File: src/include/pci_cfg_pkg.sv
// Constants for the upper PCI configuration header registers and window decode.
package pci_cfg_pkg;
  // Register offsets within configuration space.
  localparam logic [11:0] OFF_REV_CLASS = 12'h108;
  localparam logic [11:0] OFF_LAT_HDR = 12'h10c;
  localparam logic [11:0] OFF_WIN_BASE = 12'h110;
  localparam logic [11:0] OFF_INT_GRANT = 12'h13c;
  // Fixed byte values.
  localparam logic [7:0] CLASS_IFACE = 8'h00;
  localparam logic [7:0] CLASS_SUB = 8'h80;
  localparam logic [7:0] CLASS_BASE = 8'h06;
  localparam logic [7:0] CACHE_LINE = 8'h00;
  localparam logic [7:0] LAT_TIMER = 8'h00;
  localparam logic [7:0] HDR_TYPE = 8'h80;
  localparam logic [7:0] SELF_TEST = 8'h00;
  localparam logic [7:0] INT_PIN = 8'h01;
  localparam logic [7:0] MIN_GRANT = 8'h00;
  localparam logic [7:0] MAX_LAT = 8'h00;
  // Base address register layout.
  localparam int SPACE_INDICATOR_BIT = 0;
  localparam int PLACEMENT_TYPE_LOW_BIT = 1;
  localparam int PLACEMENT_TYPE_HIGH_BIT = 2;
  localparam int PREFETCHABLE_BIT = 3;
  localparam logic [3:0] BASE_FLAGS = 4'h0;
  localparam logic [15:0] BASE_SIZE_BITS = 16'h0000;
  localparam int WIN_LSB = 20;
  localparam int WIN_W = 12;
  // Reset values of the writable fields.
  localparam logic [11:0] WIN_BASE_RST = 12'h000;
  localparam logic [7:0] INT_LINE_RST = 8'h00;
  // Local bus operating mode taken from the strap.
  typedef enum logic {
    MODE_BRIDGE = 1'b0,
    MODE_CONFIG = 1'b1
  } local_mode_t;
endpackage

File: src/rtl/pci_config_header_regs.sv
// Upper PCI configuration header registers, strap mode and local window claim.
`timescale 1ns/1ps
module pci_config_header_regs
  import pci_cfg_pkg::*;
#(
  parameter logic [7:0] SILICON_REVISION = 8'h00, // Arbitrary value.
  parameter int CFG_ADDR_W = 12
) (
  // Clock and reset.
  input wire logic clk_i,
  input wire logic rst_i,
  // Mode strap and command register state.
  input wire logic local_mode_strap_i,
  input wire logic memory_space_enable_i,
  // Configuration access.
  input wire logic cfg_req_i,
  input wire logic cfg_we_i,
  input wire logic [CFG_ADDR_W-1:0] cfg_addr_i,
  input wire logic [3:0] cfg_be_n_i,
  input wire logic [31:0] cfg_wdata_i,
  output logic cfg_ack_o,
  output logic cfg_refused_o,
  output logic [31:0] cfg_rdata_o,
  // Memory cycle decode.
  input wire logic mem_req_i,
  input wire logic [31:0] mem_addr_i,
  output logic mem_claim_o,
  // Status.
  output logic [WIN_W-1:0] window_base_o,
  output logic local_mode_o
);
  if (CFG_ADDR_W < 9 || CFG_ADDR_W > 12) begin : g_check
    $error("CFG_ADDR_W must lie between 9 and 12");
  end

  logic strap_taken;
  local_mode_t mode;
  logic next_strap_taken;
  local_mode_t next_mode;
  logic [11:0] addr;
  logic take;
  logic bridge;
  logic [31:0] lane_mask;
  logic wr_ok;
  logic [7:0] int_line;
  logic [31:0] rd_word;
  logic win_hit;
  logic next_ack;
  logic next_refused;
  logic [31:0] next_rdata;
  logic next_claim;

  // The strap is caught once after reset release, so a pin that moves later cannot
  // flip the mode in the middle of traffic.
  always_comb begin
    next_strap_taken = 1'b1;
    next_mode = mode;
    if (!strap_taken) begin
      next_mode = local_mode_strap_i ? MODE_CONFIG : MODE_BRIDGE;
    end
  end

  always_ff @(posedge clk_i) begin
    if (rst_i) begin
      strap_taken <= 1'b0;
      mode <= MODE_BRIDGE;
    end else begin
      strap_taken <= next_strap_taken;
      mode <= next_mode;
    end
  end

  assign addr = 12'(cfg_addr_i);
  assign bridge = strap_taken && (mode == MODE_BRIDGE);
  assign take = cfg_req_i && strap_taken;
  assign wr_ok = take && cfg_we_i && bridge;
  assign lane_mask = {{8{~cfg_be_n_i[3]}}, {8{~cfg_be_n_i[2]}},
                      {8{~cfg_be_n_i[1]}}, {8{~cfg_be_n_i[0]}}};

  // Only the upper twelve base bits take a write; the rest never see wr_i.
  masked_write_reg #(
    .WIDTH(WIN_W),
    .RESET(WIN_BASE_RST)
  ) u_base (
    .clk_i(clk_i),
    .rst_i(rst_i),
    .wr_i(wr_ok && addr == OFF_WIN_BASE),
    .mask_i(lane_mask[31:WIN_LSB]),
    .data_i(cfg_wdata_i[31:WIN_LSB]),
    .q_o(window_base_o)
  );

  masked_write_reg #(
    .WIDTH(8),
    .RESET(INT_LINE_RST)
  ) u_int_line (
    .clk_i(clk_i),
    .rst_i(rst_i),
    .wr_i(wr_ok && addr == OFF_INT_GRANT),
    .mask_i(lane_mask[7:0]),
    .data_i(cfg_wdata_i[7:0]),
    .q_o(int_line)
  );

  // Read-only fields are constants here, so writes to them have nothing to land in.
  always_comb begin
    case (addr)
      OFF_REV_CLASS: begin
        rd_word = {CLASS_BASE, CLASS_SUB, CLASS_IFACE, SILICON_REVISION};
      end
      OFF_LAT_HDR: begin
        rd_word = {SELF_TEST, HDR_TYPE, LAT_TIMER, CACHE_LINE};
      end
      OFF_WIN_BASE: begin
        rd_word = {window_base_o, BASE_SIZE_BITS, BASE_FLAGS};
      end
      OFF_INT_GRANT: begin
        rd_word = {MAX_LAT, MIN_GRANT, INT_PIN, int_line};
      end
      default: begin
        rd_word = 32'h0000_0000;
      end
    endcase
  end

  window_decoder #(
    .WIDTH(WIN_W)
  ) u_decode (
    .base_i(window_base_o),
    .addr_hi_i(mem_addr_i[31:WIN_LSB]),
    .enable_i(memory_space_enable_i && bridge),
    .hit_o(win_hit)
  );

  // Every taken write in bridge mode completes, even to a read-only field; in configuration mode it is refused.
  always_comb begin
    next_ack = take && bridge;
    next_refused = take && !bridge;
    next_rdata = 32'h0000_0000;
    if (take && bridge && !cfg_we_i) begin
      next_rdata = rd_word;
    end
    next_claim = mem_req_i && win_hit;
  end

  always_ff @(posedge clk_i) begin
    if (rst_i) begin
      cfg_ack_o <= 1'b0;
      cfg_refused_o <= 1'b0;
      cfg_rdata_o <= 32'h0000_0000;
      mem_claim_o <= 1'b0;
      local_mode_o <= 1'b0;
    end else begin
      cfg_ack_o <= next_ack;
      cfg_refused_o <= next_refused;
      cfg_rdata_o <= next_rdata;
      mem_claim_o <= next_claim;
      local_mode_o <= next_mode;
    end
  end

  // Helper state for the checks below: the address of the previous cycle and whether it was a taken bridge-mode read.
  logic [11:0] chk_addr;
  logic chk_rd;

  always_ff @(posedge clk_i) begin
    if (rst_i) begin
      chk_addr <= 12'h000;
      chk_rd <= 1'b0;
    end else begin
      chk_addr <= addr;
      chk_rd <= take && bridge && !cfg_we_i;
    end
  end

  property p_revision;
    @(posedge clk_i) disable iff (rst_i)
      chk_rd && chk_addr == OFF_REV_CLASS |-> cfg_rdata_o[7:0] == SILICON_REVISION;
  endproperty
  a_revision: assert property (p_revision) else $error("revision byte wrong");

  property p_class;
    @(posedge clk_i) disable iff (rst_i)
      chk_rd && chk_addr == OFF_REV_CLASS |-> cfg_rdata_o[31:8] == 24'h068000;
  endproperty
  a_class: assert property (p_class) else $error("class code wrong");

  property p_lat_hdr;
    @(posedge clk_i) disable iff (rst_i)
      chk_rd && chk_addr == OFF_LAT_HDR |-> cfg_rdata_o == 32'h0080_0000;
  endproperty
  a_lat_hdr: assert property (p_lat_hdr) else $error("header word wrong");

  property p_base_low;
    @(posedge clk_i) disable iff (rst_i)
      chk_rd && chk_addr == OFF_WIN_BASE |-> cfg_rdata_o[19:0] == 20'h00000;
  endproperty
  a_base_low: assert property (p_base_low) else $error("base low bits set");

  property p_base_write;
    @(posedge clk_i) disable iff (rst_i)
      wr_ok && addr == OFF_WIN_BASE && cfg_be_n_i == 4'h0
        |=> window_base_o == $past(cfg_wdata_i[31:20]);
  endproperty
  a_base_write: assert property (p_base_write) else $error("base not stored");

  property p_int_line;
    @(posedge clk_i) disable iff (rst_i)
      wr_ok && addr == OFF_INT_GRANT && !cfg_be_n_i[0]
        |=> int_line == $past(cfg_wdata_i[7:0]);
  endproperty
  a_int_line: assert property (p_int_line) else $error("interrupt line lost");

  property p_int_read;
    @(posedge clk_i) disable iff (rst_i)
      chk_rd && chk_addr == OFF_INT_GRANT |-> cfg_rdata_o[7:0] == $past(int_line);
  endproperty
  a_int_read: assert property (p_int_read) else $error("interrupt line read wrong");

  property p_base_keep;
    @(posedge clk_i) disable iff (rst_i)
      wr_ok && addr == OFF_WIN_BASE && cfg_be_n_i[3]
        |=> $stable(window_base_o[11:4]);
  endproperty
  a_base_keep: assert property (p_base_keep) else $error("disabled base lane written");

  property p_int_fixed;
    @(posedge clk_i) disable iff (rst_i)
      chk_rd && chk_addr == OFF_INT_GRANT |-> cfg_rdata_o[31:8] == 24'h000001;
  endproperty
  a_int_fixed: assert property (p_int_fixed) else $error("pin or grant wrong");

  property p_mode_hold;
    @(posedge clk_i) disable iff (rst_i)
      strap_taken |=> $stable(local_mode_o);
  endproperty
  a_mode_hold: assert property (p_mode_hold) else $error("mode changed");

  property p_mode_capture;
    @(posedge clk_i) disable iff (rst_i)
      !strap_taken |=> local_mode_o == $past(local_mode_strap_i);
  endproperty
  a_mode_capture: assert property (p_mode_capture) else $error("strap not captured");

  property p_refuse;
    @(posedge clk_i) disable iff (rst_i)
      take && mode == MODE_CONFIG |=> cfg_refused_o && !cfg_ack_o && cfg_rdata_o == 32'h0;
  endproperty
  a_refuse: assert property (p_refuse) else $error("config mode access taken");

  property p_mse_off;
    @(posedge clk_i) disable iff (rst_i)
      !memory_space_enable_i |=> !mem_claim_o;
  endproperty
  a_mse_off: assert property (p_mse_off) else $error("claim while disabled");

  property p_claim;
    @(posedge clk_i) disable iff (rst_i)
      mem_req_i && bridge && memory_space_enable_i && mem_addr_i[31:20] == window_base_o
        |=> mem_claim_o;
  endproperty
  a_claim: assert property (p_claim) else $error("window hit not claimed");

  property p_claim_match;
    @(posedge clk_i) disable iff (rst_i)
      mem_claim_o |-> $past(mem_addr_i[31:20]) == $past(window_base_o);
  endproperty
  a_claim_match: assert property (p_claim_match) else $error("claim without match");

  property p_ro_write;
    @(posedge clk_i) disable iff (rst_i)
      take && bridge && cfg_we_i && addr == OFF_LAT_HDR
        |=> cfg_ack_o && $stable(window_base_o) && $stable(int_line);
  endproperty
  a_ro_write: assert property (p_ro_write) else $error("read-only write mishandled");

  property p_ack;
    @(posedge clk_i) disable iff (rst_i)
      take && bridge |=> cfg_ack_o && !cfg_refused_o;
  endproperty
  a_ack: assert property (p_ack) else $error("bridge access not completed");

  property p_rdata_idle;
    @(posedge clk_i) disable iff (rst_i)
      !chk_rd |-> cfg_rdata_o == 32'h0000_0000;
  endproperty
  a_rdata_idle: assert property (p_rdata_idle) else $error("read data outside a read");
endmodule

File: src/rtl/masked_write_reg.sv
// Writable register field with a per-bit write mask.
`timescale 1ns/1ps
module masked_write_reg #(
  parameter int WIDTH = 8,
  parameter logic [WIDTH-1:0] RESET = '0
) (
  // Clock and reset.
  input wire logic clk_i,
  input wire logic rst_i,
  // Write port.
  input wire logic wr_i,
  input wire logic [WIDTH-1:0] mask_i,
  input wire logic [WIDTH-1:0] data_i,
  // Stored value.
  output logic [WIDTH-1:0] q_o
);
  logic [WIDTH-1:0] next_q;

  always_comb begin
    next_q = q_o;
    if (wr_i) begin
      next_q = (q_o & ~mask_i) | (data_i & mask_i);
    end
  end

  always_ff @(posedge clk_i) begin
    if (rst_i) begin
      q_o <= RESET;
    end else begin
      q_o <= next_q;
    end
  end
endmodule

File: src/rtl/window_decoder.sv
// Compares the upper address bits of a memory cycle with the programmed window base.
`timescale 1ns/1ps
module window_decoder #(
  parameter int WIDTH = 12
) (
  // Programmed base and incoming address.
  input wire logic [WIDTH-1:0] base_i,
  input wire logic [WIDTH-1:0] addr_hi_i,
  input wire logic enable_i,
  // Combinational match.
  output logic hit_o
);
  always_comb begin
    hit_o = enable_i && (addr_hi_i == base_i);
  end
endmodule

File: config.mk
export PLATFORM = sky130hd
export DESIGN_NAME = pci_config_header_regs
export DESIGN_NICKNAME = d
export VERILOG_FILES = /design/src/include/pci_cfg_pkg.sv /design/src/rtl/pci_config_header_regs.sv /design/src/rtl/masked_write_reg.sv /design/src/rtl/window_decoder.sv
export SDC_FILE = /design/constraint.sdc
export NUM_CORES = 1
export LEC_CHECK = 0
export BUFFER_PORTS_ARGS = -buffer_cell sky130_fd_sc_hd__clkbuf_2
export CORE_MARGIN = 2
export CORE_UTILIZATION = 36
export DETAILED_ROUTE_END_ITERATION = 10
export GPL_ROUTABILITY_DRIVEN = 1
export PLACE_DENSITY = 0.85
export SYNTH_ARGS = -nofsm -noshare
export SYNTH_HDL_FRONTEND = slang
export SYNTH_SLANG_ARGS = --single-unit
File: constraint.sdc
create_clock -name clk_i -period 1.35 [get_ports clk_i]
set_input_delay 0.135 -clock clk_i [delete_from_list [all_inputs] [get_ports clk_i]]
set_output_delay 0.135 -clock clk_i [all_outputs]
set_load 0.01 [all_outputs]
# Word-level counts from Yosys, hierarchy flattened
# Index checks and enable logic that the tools add are counted.
[classes]
add_sub_neg = 0
mul = 0
div = 0
order_cmp = 0
n_eq_ne = 5
shift = 0
n_mux = 3
n_bitwise = 13
reduce_logical = 15
[ops]
columns = ["op", "n"]
rows = [
  ["32-bit case mux with 4 select lines", 1],
  ["12-bit by 9-bit == test with 1-bit output (second input constant)", 4],
  ["12-bit bitwise AND", 2],
  ["8-bit bitwise AND", 2],
  ["12-bit == test", 1],
  ["1-bit logical AND", 12],
  ["12-bit NOT", 1],
  ["12-bit bitwise OR", 1],
  ["8-bit NOT", 1],
  ["8-bit bitwise OR", 1],
  ["1-bit NOT", 5],
  ["1-bit logical NOT", 2],
  ["1-bit 2-to-1 mux", 2],
  ["2-bit OR reduction", 1],
]
[totals]
register_bits = 57
latch_bits = 0
ram_bits = 0
mem_bits_ro = 0
in_bits = 87
output_inout_bits = 48
n_memories = 0

# Depth between registers and ports, before layout
# Gate-level depths: netlist (run 1).
[logic_depth]
depth_word = 6
mapped_depth = 5
depth_no_buf = 4

# Hierarchy
# A second synthesis (run 1) with hierarchy kept.
[hier_totals]
hier_cells = 215
hier_area_um2 = 2047.0
[modules_own_cells]
columns = ["module", "n_inst", "cells_each", "area_each_um2", "seq_area_each_um2"]
rows = [
  ["pci_config_header_regs", 1, 112, 1023.5, 520.5],
  ["masked_write_reg (u_base)", 1, 51, 538.0, 240.2],
  ["masked_write_reg (u_int_line)", 1, 35, 346.6, 160.2],
  ["window_decoder", 1, 17, 138.9, 0.0],
]

# Least setup slack after synthesis (run 1)
# Ideal clock, no wire load.
[synth_timing]
path_type = "flip-flop to flip-flop"
startpoint = "register local_mode_o (netlist name)"
endpoint = "register cfg_rdata_o[21]"
setup_time_ns = 0.059
arrival_ns = 1.320
path_slack_ns = -0.029
path_stages_with_launch = 5
synth_period_minus_slack_ns = 1.379
path_cell_list = "dfxtp_1 -> nand2b_1 -> or3_1 -> and2b_1 -> and2_1"
[synth_rtl]
columns = ["element", "line", "text"]
rows = [
  ["end signal: assignment", "pci_config_header_regs.sv:156", "cfg_rdata_o <= next_rdata;"],
  ["end: declaration", "pci_config_header_regs.sv:23", "output logic [31:0] cfg_rdata_o,"],
]

==> results of run 1 <==
metal layers:
layer	vias to the layer above	global-route usage [%]	routed length [um]
li1	837	-	-
met1	815	19.3	1880
met2	55	28.3	2480
met3	4	4.82	303
met4	0	7.02	58
met5	-	0	0
kinds of logic after synthesis:
family	share of synthesized area, %
compound gates	7.68
xor+xnor	5.76
buf+inv	6.58
flops	50.5
mux	4.39
other cells	0.206
simple gates	24.9
worst min-delay path by stage:
stage	startpoint	endpoint	depth (start not counted)	slack, ns
floorplan	rst_i	register	1	0.20
CTS	memory_space_enable_i	mem_claim_o	3	0.06
global route	cfg_wdata_i[3]	register	3	0.06
detailed placement	memory_space_enable_i	mem_claim_o	3	0.37
finish	cfg_wdata_i[30]	register	3	0.07
global placement	cfg_wdata_i[4]	register	3	0.37
power by group:
group	switching (mW)	internal, mW
Combinational	0.106	0.0975
Clock	0.429	0.413
Sequential	0.00348	1.36
Yosys cell counts, drive strengths merged:
cell	instances	area share (%)
dfxtp	46	50
nand2	21	4.3
and2	17	5.8
a21oi	16	4.4
buf	13	5.3
nand3	13	3.6
o21ai	12	3.3
mux2i	8	4.4
xor2	8	3.8
nand4	4	1.4
nor2	4	0.96
nor4	4	2.2
xnor2	4	1.9
clkbuf	3	0.62
nand2b	3	1.0
and3	2	0.69
inv	2	0.41
nor4b	2	2.1
and2b	1	0.41
and4	1	0.48
and4b	1	0.55
clkinv	1	0.21
conb	1	0.21
nor3b	1	0.69
or2	1	0.34
or3	1	0.34
area by class of cell:
class                      count  area share (%)
clock inverter                 1           0.194
inverter                       3           0.438
clock buffer                   7            3.35
timing repair buffer         105            22.5
sequential                    46            36.0
multi-input combinational    136            34.2
tap                           67            3.26
worst max-delay path, stage by stage (launching register included):
cell and delay [ns]:
dfxtp_2 0.33, nand2b_4 0.13, or3_4 0.41, and2b_4 0.31
and2_1 0.12
through the flow:
stage                     std cells  setup WS (ns)
after floorplan                 200         0.0252
after global placement          353         -0.121
after detailed placement        353         -0.188
after CTS                       363        -0.0200
after global routing            365        -0.0463
final                           365       0.000214
repair_timing:
item | 4_1_cts | 5_1_grt
resized for setup | 6 | 17
cloned | 1 | 0
setup buffers | 1 | 2
pin swaps | 6 | 16
setup endpoints to repair | 17 | 35
==> impl_metrics.json, run 1 <==
{
  "num_vias": 1711,
  "reg2regPathDepth": 4,
  "whs_ns": 0.0681,
  "p_per_area_nw_per_um2": 936,
  "skew_ns": 0.00305,
  "cp.required_ns": 1.59,
  "multiInputGateArea_sq_um": 881,
  "syn-instance-count": 190,
  "root_buffer": "clkbuf_8",
  "antenna_found_initial": 0,
  "layout_common_cells": "clkbuf_2, dfxtp_1, nand2_1",
  "setup_viol": 0,
  "p_leak_nw": 1.18,
  "final_hold_viol_count": 0,
  "fin_util_pct": 53.4,
  "syn_area_per_cell_sq_um": 9.60,
  "viasPerCell": 4.69,
  "die_w_um": 75.2,
  "drive_above_1_share_pct": 44.6,
  "ff2ff_setup_slack_ns": 0.0002,
  "path_max_fanout": 5,
  "clkSinkCount": 46,
  "syn_area_sq_um": 1820,
  "ys.warnings.count": 0,
  "io_pins": 135,
  "holdBufCountCts": 0,
  "portBuffers": 90,
  "r2r-end": "cfg_rdata_o[31]",
  "drc": 0,
  "clockBufferDepth": 2,
  "dieArea_sq_um": 5650,
  "diodes": 0,
  "place_congestion": 0.759,
  "worstSkewPairLatency_ns": 0.29,
  "rsz0062_at_grt": "yes",
  "dr.pass1.iters": 4,
  "fin_crit_sh_pct": 100,
  "p_total_mw": 2.41,
  "dp_hpwl_mm": 3.65,
  "rr_startpoint": "local_mode_o",
  "grt_pass1_wl_mm": 6.96,
  "die_height_um": 75.2,
  "seqCellArea_sq_um": 927,
  "finalMaxSlewViolations": 0,
  "cp-endpoint": "cfg_rdata_o[31]",
  "grt_pass1_vias": 1544,
  "status": "finished, final reports clean",
  "ys_types": 29,
  "cp-startpoint": "local_mode_o",
  "yosysSeqAreaShare_pct": 50.5,
  "n_fill_cell": 464,
  "design_area_sq_um": 2570,
  "placed_area_sq_um": 2400,
  "hold_path.class": "in2reg",
  "ys_ff_latch": 46,
  "cts_tree": "done",
  "drtIter0Drc": 97,
  "h-tree-depth": 2,
  "min_period_ns": 1.35,
  "track_usage_pct": 16.5,
  "areaGrowthSynthToFinish_pct": 41.1,
  "arrival_ns": 1.59,
  "fp-row-count": 25,
  "initial_utilization_pct": 37.9,
  "path_class": "reg2reg",
  "overflow": 0,
  "max_freq_mhz": 741,
  "setup_tns_ns": 0,
  "path_clk_slew_ns": 0.08,
  "core_area_sq_um": 4820,
  "ir_drop_uv": 360,
  "routedWlPerCell_um": 12.9,
  "cts_inserted_buffers": 5,
  "maxCapViolations": 0,
  "cp-end-kind": "register",
  "final_common_cell": "clkbuf_2",
  "worstSetupStartpointType": "register",
  "fin_nets": 384,
  "grt_max_degree": 18,
  "finalWirelength_mm": 4.73,
  "postRouteAntennaNets": 0
}
(Power assumes the default switching activity.)
==> run 2: changes to the inputs <==
--- a/config.mk
+++ b/config.mk
@@ -7,10 +7,11 @@
 export LEC_CHECK = 0
 export BUFFER_PORTS_ARGS = -buffer_cell sky130_fd_sc_hd__clkbuf_2
 export CORE_MARGIN = 2
-export CORE_UTILIZATION = 36
+export CORE_UTILIZATION = 35
 export DETAILED_ROUTE_END_ITERATION = 10
 export GPL_ROUTABILITY_DRIVEN = 1
-export PLACE_DENSITY = 0.85
+export HOLD_SLACK_MARGIN = 0.06
+export PLACE_DENSITY = 0.83
 export SYNTH_ARGS = -nofsm -noshare
 export SYNTH_HDL_FRONTEND = slang
 export SYNTH_SLANG_ARGS = --single-unit
==> impl_metrics.json, run 2 (synthesized netlist as in run 1, its figures left out) <==
{
  "min_path_cells": 3,
  "maxCapViolations": 0,
  "switching_share_pct": 23.0,
  "io_pins": 135,
  "dieArea_sq_um": 5810,
  "fp-row-count": 26,
  "overflow": 0,
  "fin_crit_sh_pct": 99.7,
  "grt_max_degree": 19,
  "path_clk_slew_ns": 0.08,
  "grtUsageMet2_pct": 29.5,
  "grt_util_met1_pct": 19.9,
  "place_congestion": 0.845,
  "dp_hpwl_mm": 3.78,
  "grt_pass1_vias": 1659,
  "layout_common_cells": "clkbuf_2, dfxtp_1, nand2_1",
  "rr_startpoint": "local_mode_o",
  "cp-end-kind": "register",
  "num_vias": 1711,
  "worstSkewPairLatency_ns": 0.30,
  "cp.required_ns": 1.59,
  "antenna_found_initial": 0,
  "clkSinkCount": 46,
  "worstSetupStartpointType": "register",
  "drive_above_1_share_pct": 50.3,
  "path_max_fanout": 5,
  "finalWirelength_mm": 5.21,
  "p_seq_share_pct": 57.6,
  "die_w_um": 76.2,
  "drc": 0,
  "core_area_sq_um": 5070,
  "clkPwrFrac_pct": 33.0,
  "final_common_cell": "clkbuf_2",
  "path_class": "reg2reg",
  "p_leak_nw": 1.22,
  "final_hold_viol_count": 0,
  "rsz0062_at_grt": "yes",
  "worstHoldStart": "cfg_wdata_i[0]",
  "dp_cells": 363,
  "status": "finished, final reports clean",
  "viasPerCell": 4.55,
  "fin_nets": 393,
  "p_int_mw": 1.82,
  "drtIter0Drc": 69,
  "p_switching_uw": 545,
  "ff2ff_setup_slack_ns": 0.004,
  "min_period_ns": 1.35,
  "r2r-end": "cfg_rdata_o[28]",
  "cts_tree": "done",
  "track_usage_pct": 17.4,
  "p_per_area_nw_per_um2": 866,
  "diodes": 0,
  "areaGrowthSynthToFinish_pct": 49.7,
  "whs_ns": 0.0607,
  "n_fill_cell": 483,
  "instances_no_fill": 376,
  "grtUsageMet3_pct": 4.86,
  "hold_path.class": "in2reg",
  "h-tree-depth": 2,
  "setup_viol": 0,
  "initial_utilization_pct": 35.9,
  "reg2regPathDepth": 4,
  "finalMaxSlewViolations": 0,
  "cts_inserted_buffers": 5,
  "dr.pass1.iters": 4,
  "grt_pass1_wl_mm": 7.81,
  "routedWlPerCell_um": 13.9,
  "top_usage_layer": "met2",
  "clockBufferDepth": 2,
  "postRouteAntennaNets": 0,
  "p_comb_share_pct": 9.3,
  "arrival_ns": 1.59,
  "die_height_um": 76.2,
  "max_freq_mhz": 743,
  "root_buffer": "clkbuf_8",
  "skew_ns": 0.00593,
  "portBuffers": 90,
  "ir_drop_uv": 339
}
-- run 2: changes by cell type in the layout (fill, tap and decap cells not counted), moves of 2 or more --
cell           change
a21oi_2            +6
buf_6              +2
a21oi_1            -6
o21ai_2            +2
nand3_2            +8
dlygate4sd3_1      +3
and2_4             +2
and2_1             -2
nand3_1            -8
buf_4              +3
o21ai_0            -3
-- run 2: metal layers --
metal	wire [um]	part of all wire [%]
met4	192	3.7
met2	2700	52
met1	2030	39
met3	284	5.5
met5	0	0
-- run 2: area by class of cell --
cell class / instances / area, sq um / area share, %
clock buffer: 7 / 76.3 / 2.79
inverter: 3 / 11.3 / 0.412
sequential: 46 / 926 / 33.9
tap: 70 / 87.6 / 3.21
multi-input combinational: 136 / 951 / 34.8
timing repair buffer: 114 / 679 / 24.9
-- run 2: how the worst max path moves through the flow --
stage	to	cells past startpoint	startpoint
after floorplan	cfg_rdata_o[21]	4	local_mode_o
after global placement	register	6	cfg_addr_i[9]
after global routing	cfg_rdata_o[28]	4	local_mode_o
after detailed placement	register	6	cfg_addr_i[9]
after CTS	cfg_rdata_o[28]	4	local_mode_o
final	cfg_rdata_o[28]	4	local_mode_o
-- run 2: critical path, stage by stage (launching register included) --
cell,delay [ns]
dfxtp_2,0.33
nand2b_4,0.13
or3_4,0.39
and2b_4,0.30
and2_1,0.13
-- run 2: timing repair --
item	CTS	global route
gates cloned	1	1
endpoints found under the hold margin	0	3
gates resized for setup	5	39
setup buffers	0	1
endpoints found under the setup margin	9	34
pin swaps	0	18
hold buffers	0	3
-- run 2: power groups by stage --
stage	combinational, mW	clock, mW	sequential, mW
floorplan	0.0907	0	1.40
finish	0.220	0.782	1.36
detailed placement	0.193	0	1.39
CTS	0.197	0.802	1.36
global placement	0.188	0	1.40
global route	0.239	0.862	1.36
-- run 2: through the flow --
step                instance area (sq um)  worst slack (ns)  total power [mW]  utilization, %  TNS, ns
floorplan                            1870            0.0252              1.49               -        0
global placement                     2450           -0.0467              1.58            48.3   -0.681
detailed placement                   2450           -0.0986              1.59            48.3    -1.36
CTS                                  2550          0.000825              2.36            50.2        0
global route                         2730           -0.0341              2.47            53.8   -0.304
finish                               2730           0.00422              2.37            53.8        0
==> run 3: changes to the inputs <==
--- a/config.mk
+++ b/config.mk
@@ -8,6 +8,7 @@
 export BUFFER_PORTS_ARGS = -buffer_cell sky130_fd_sc_hd__clkbuf_2
 export CORE_MARGIN = 2
 export CORE_UTILIZATION = 35
+export CTS_BUF_LIST = sky130_fd_sc_hd__clkbuf_8
 export DETAILED_ROUTE_END_ITERATION = 10
 export GPL_ROUTABILITY_DRIVEN = 1
 export HOLD_SLACK_MARGIN = 0.06
==> impl_metrics.json, run 3 (synthesized netlist as in run 1, its figures left out) <==
{
  "die_w_um": 76.2,
  "path_clk_slew_ns": 0.08,
  "worstSetupStartpointType": "register",
  "p_total_mw": 2.35,
  "cp.required_ns": 1.59,
  "io_pins": 135,
  "n_fill_cell": 483,
  "postRouteAntennaNets": 0,
  "final_hold_viol_count": 0,
  "clkPwrFrac_pct": 32.6,
  "reg2regPathDepth": 4,
  "core_area_sq_um": 5070,
  "fp-row-count": 26,
  "p_comb_share_pct": 9.4,
  "track_usage_pct": 17.4,
  "num_vias": 1712,
  "areaGrowthSynthToFinish_pct": 49.7,
  "p_int_mw": 1.81,
  "switching_share_pct": 23.2,
  "drc": 0,
  "grt_max_degree": 19,
  "min_period_ns": 1.35,
  "drtIter0Drc": 68,
  "initial_utilization_pct": 35.9,
  "final_common_cell": "clkbuf_2",
  "rsz0062_at_grt": "yes",
  "p_seq_share_pct": 58.0,
  "drive_above_1_share_pct": 50.3,
  "routedWlPerCell_um": 13.9,
  "dp_hpwl_mm": 3.78,
  "p_per_area_nw_per_um2": 860,
  "hold_path.class": "in2reg",
  "p_leak_nw": 1.23,
  "dieArea_sq_um": 5810,
  "skew_ns": 0.00551,
  "setup_viol": 0,
  "die_height_um": 76.2,
  "dp_cells": 363,
  "arrival_ns": 1.59,
  "status": "finished, final reports clean",
  "maxCapViolations": 0,
  "overflow": 0,
  "grt_pass1_vias": 1659,
  "root_buffer": "clkbuf_8",
  "fin_crit_sh_pct": 99.6,
  "dr.pass1.iters": 4,
  "diodes": 0,
  "worst_slack_ns": 0.00483,
  "finalMaxSlewViolations": 0,
  "instances_no_fill": 376,
  "fin_nets": 393,
  "clockBufferDepth": 2,
  "cts_tree": "done",
  "place_ws_ns": -0.0986,
  "grt_pass1_wl_mm": 7.81,
  "layout_common_cells": "clkbuf_2, dfxtp_1, nand2_1",
  "clkSinkCount": 46,
  "path_class": "reg2reg",
  "portBuffers": 90,
  "worstSkewPairLatency_ns": 0.30,
  "h-tree-depth": 2,
  "antenna_found_initial": 0,
  "ir_drop_uv": 337,
  "finalWirelength_mm": 5.21,
  "min_path_cells": 3,
  "p_switching_uw": 545,
  "place_congestion": 0.845,
  "cts_inserted_buffers": 5,
  "max_freq_mhz": 743,
  "cp-end-kind": "register",
  "setup_tns_ns": 0,
  "viasPerCell": 4.55,
  "path_max_fanout": 5
}
## run 3: cell type report
type / count / area (sq um) / share of cell area [%]
multi-input combinational: 136 / 951 / 34.8
sequential: 46 / 926 / 33.9
timing repair buffer: 114 / 679 / 24.9
tap: 70 / 87.6 / 3.21
clock buffer: 5 / 68.8 / 2.52
inverter: 3 / 11.3 / 0.412
clock inverter: 2 / 7.51 / 0.275
## run 3: metal layers
metal  track usage [%]  wire [um]  vias to the layer above
li1                  -          -                      851
met1              19.9       2030                      783
met2              29.5       2700                       62
met3              4.86        284                       16
met4              9.27        192                        0
met5                 0          0                        -
## run 3: power by group through the flow
stage / Clock [mW] / Combinational (mW) / Sequential [mW]
floorplan: 0 / 0.0907 / 1.40
global placement: 0 / 0.188 / 1.40
detailed placement: 0 / 0.193 / 1.39
CTS: 0.788 / 0.197 / 1.36
global route: 0.848 / 0.239 / 1.36
finish: 0.766 / 0.220 / 1.36
## run 3: critical path, cell delays in order (launching register included)
cell	delay (ns)
dfxtp_2	0.33
nand2b_4	0.13
or3_4	0.39
and2b_4	0.30
and2_1	0.13
## run 3: path summary, 6_finish.rpt
kind                  start               to  slack (ns)
min reg2reg        register         register        0.46
max reg2reg    local_mode_o  cfg_rdata_o[28]       0.005
max            local_mode_o  cfg_rdata_o[28]       0.005
min          cfg_wdata_i[0]         register        0.06
## run 3: timing repair
action                                  CTS  global route
hold endpoints to repair                  0             3
endpoints found under the setup margin    9            34
pin swaps                                 0            18
buffers inserted                          0             1
gates resized for setup                   5            39
hold buffers                              0             3
gates cloned                              1             1
## run 3: per-stage QoR
stage | area [sq um] | utilization, % | hold WS (ns)
global placement | 2450 | 48.3 | 0.371
CTS | 2550 | 50.2 | 0.0605
detailed placement | 2450 | 48.3 | 0.378
finish | 2730 | 53.8 | 0.0603
floorplan | 1870 | - | 0.204
global route | 2730 | 53.8 | 0.0682
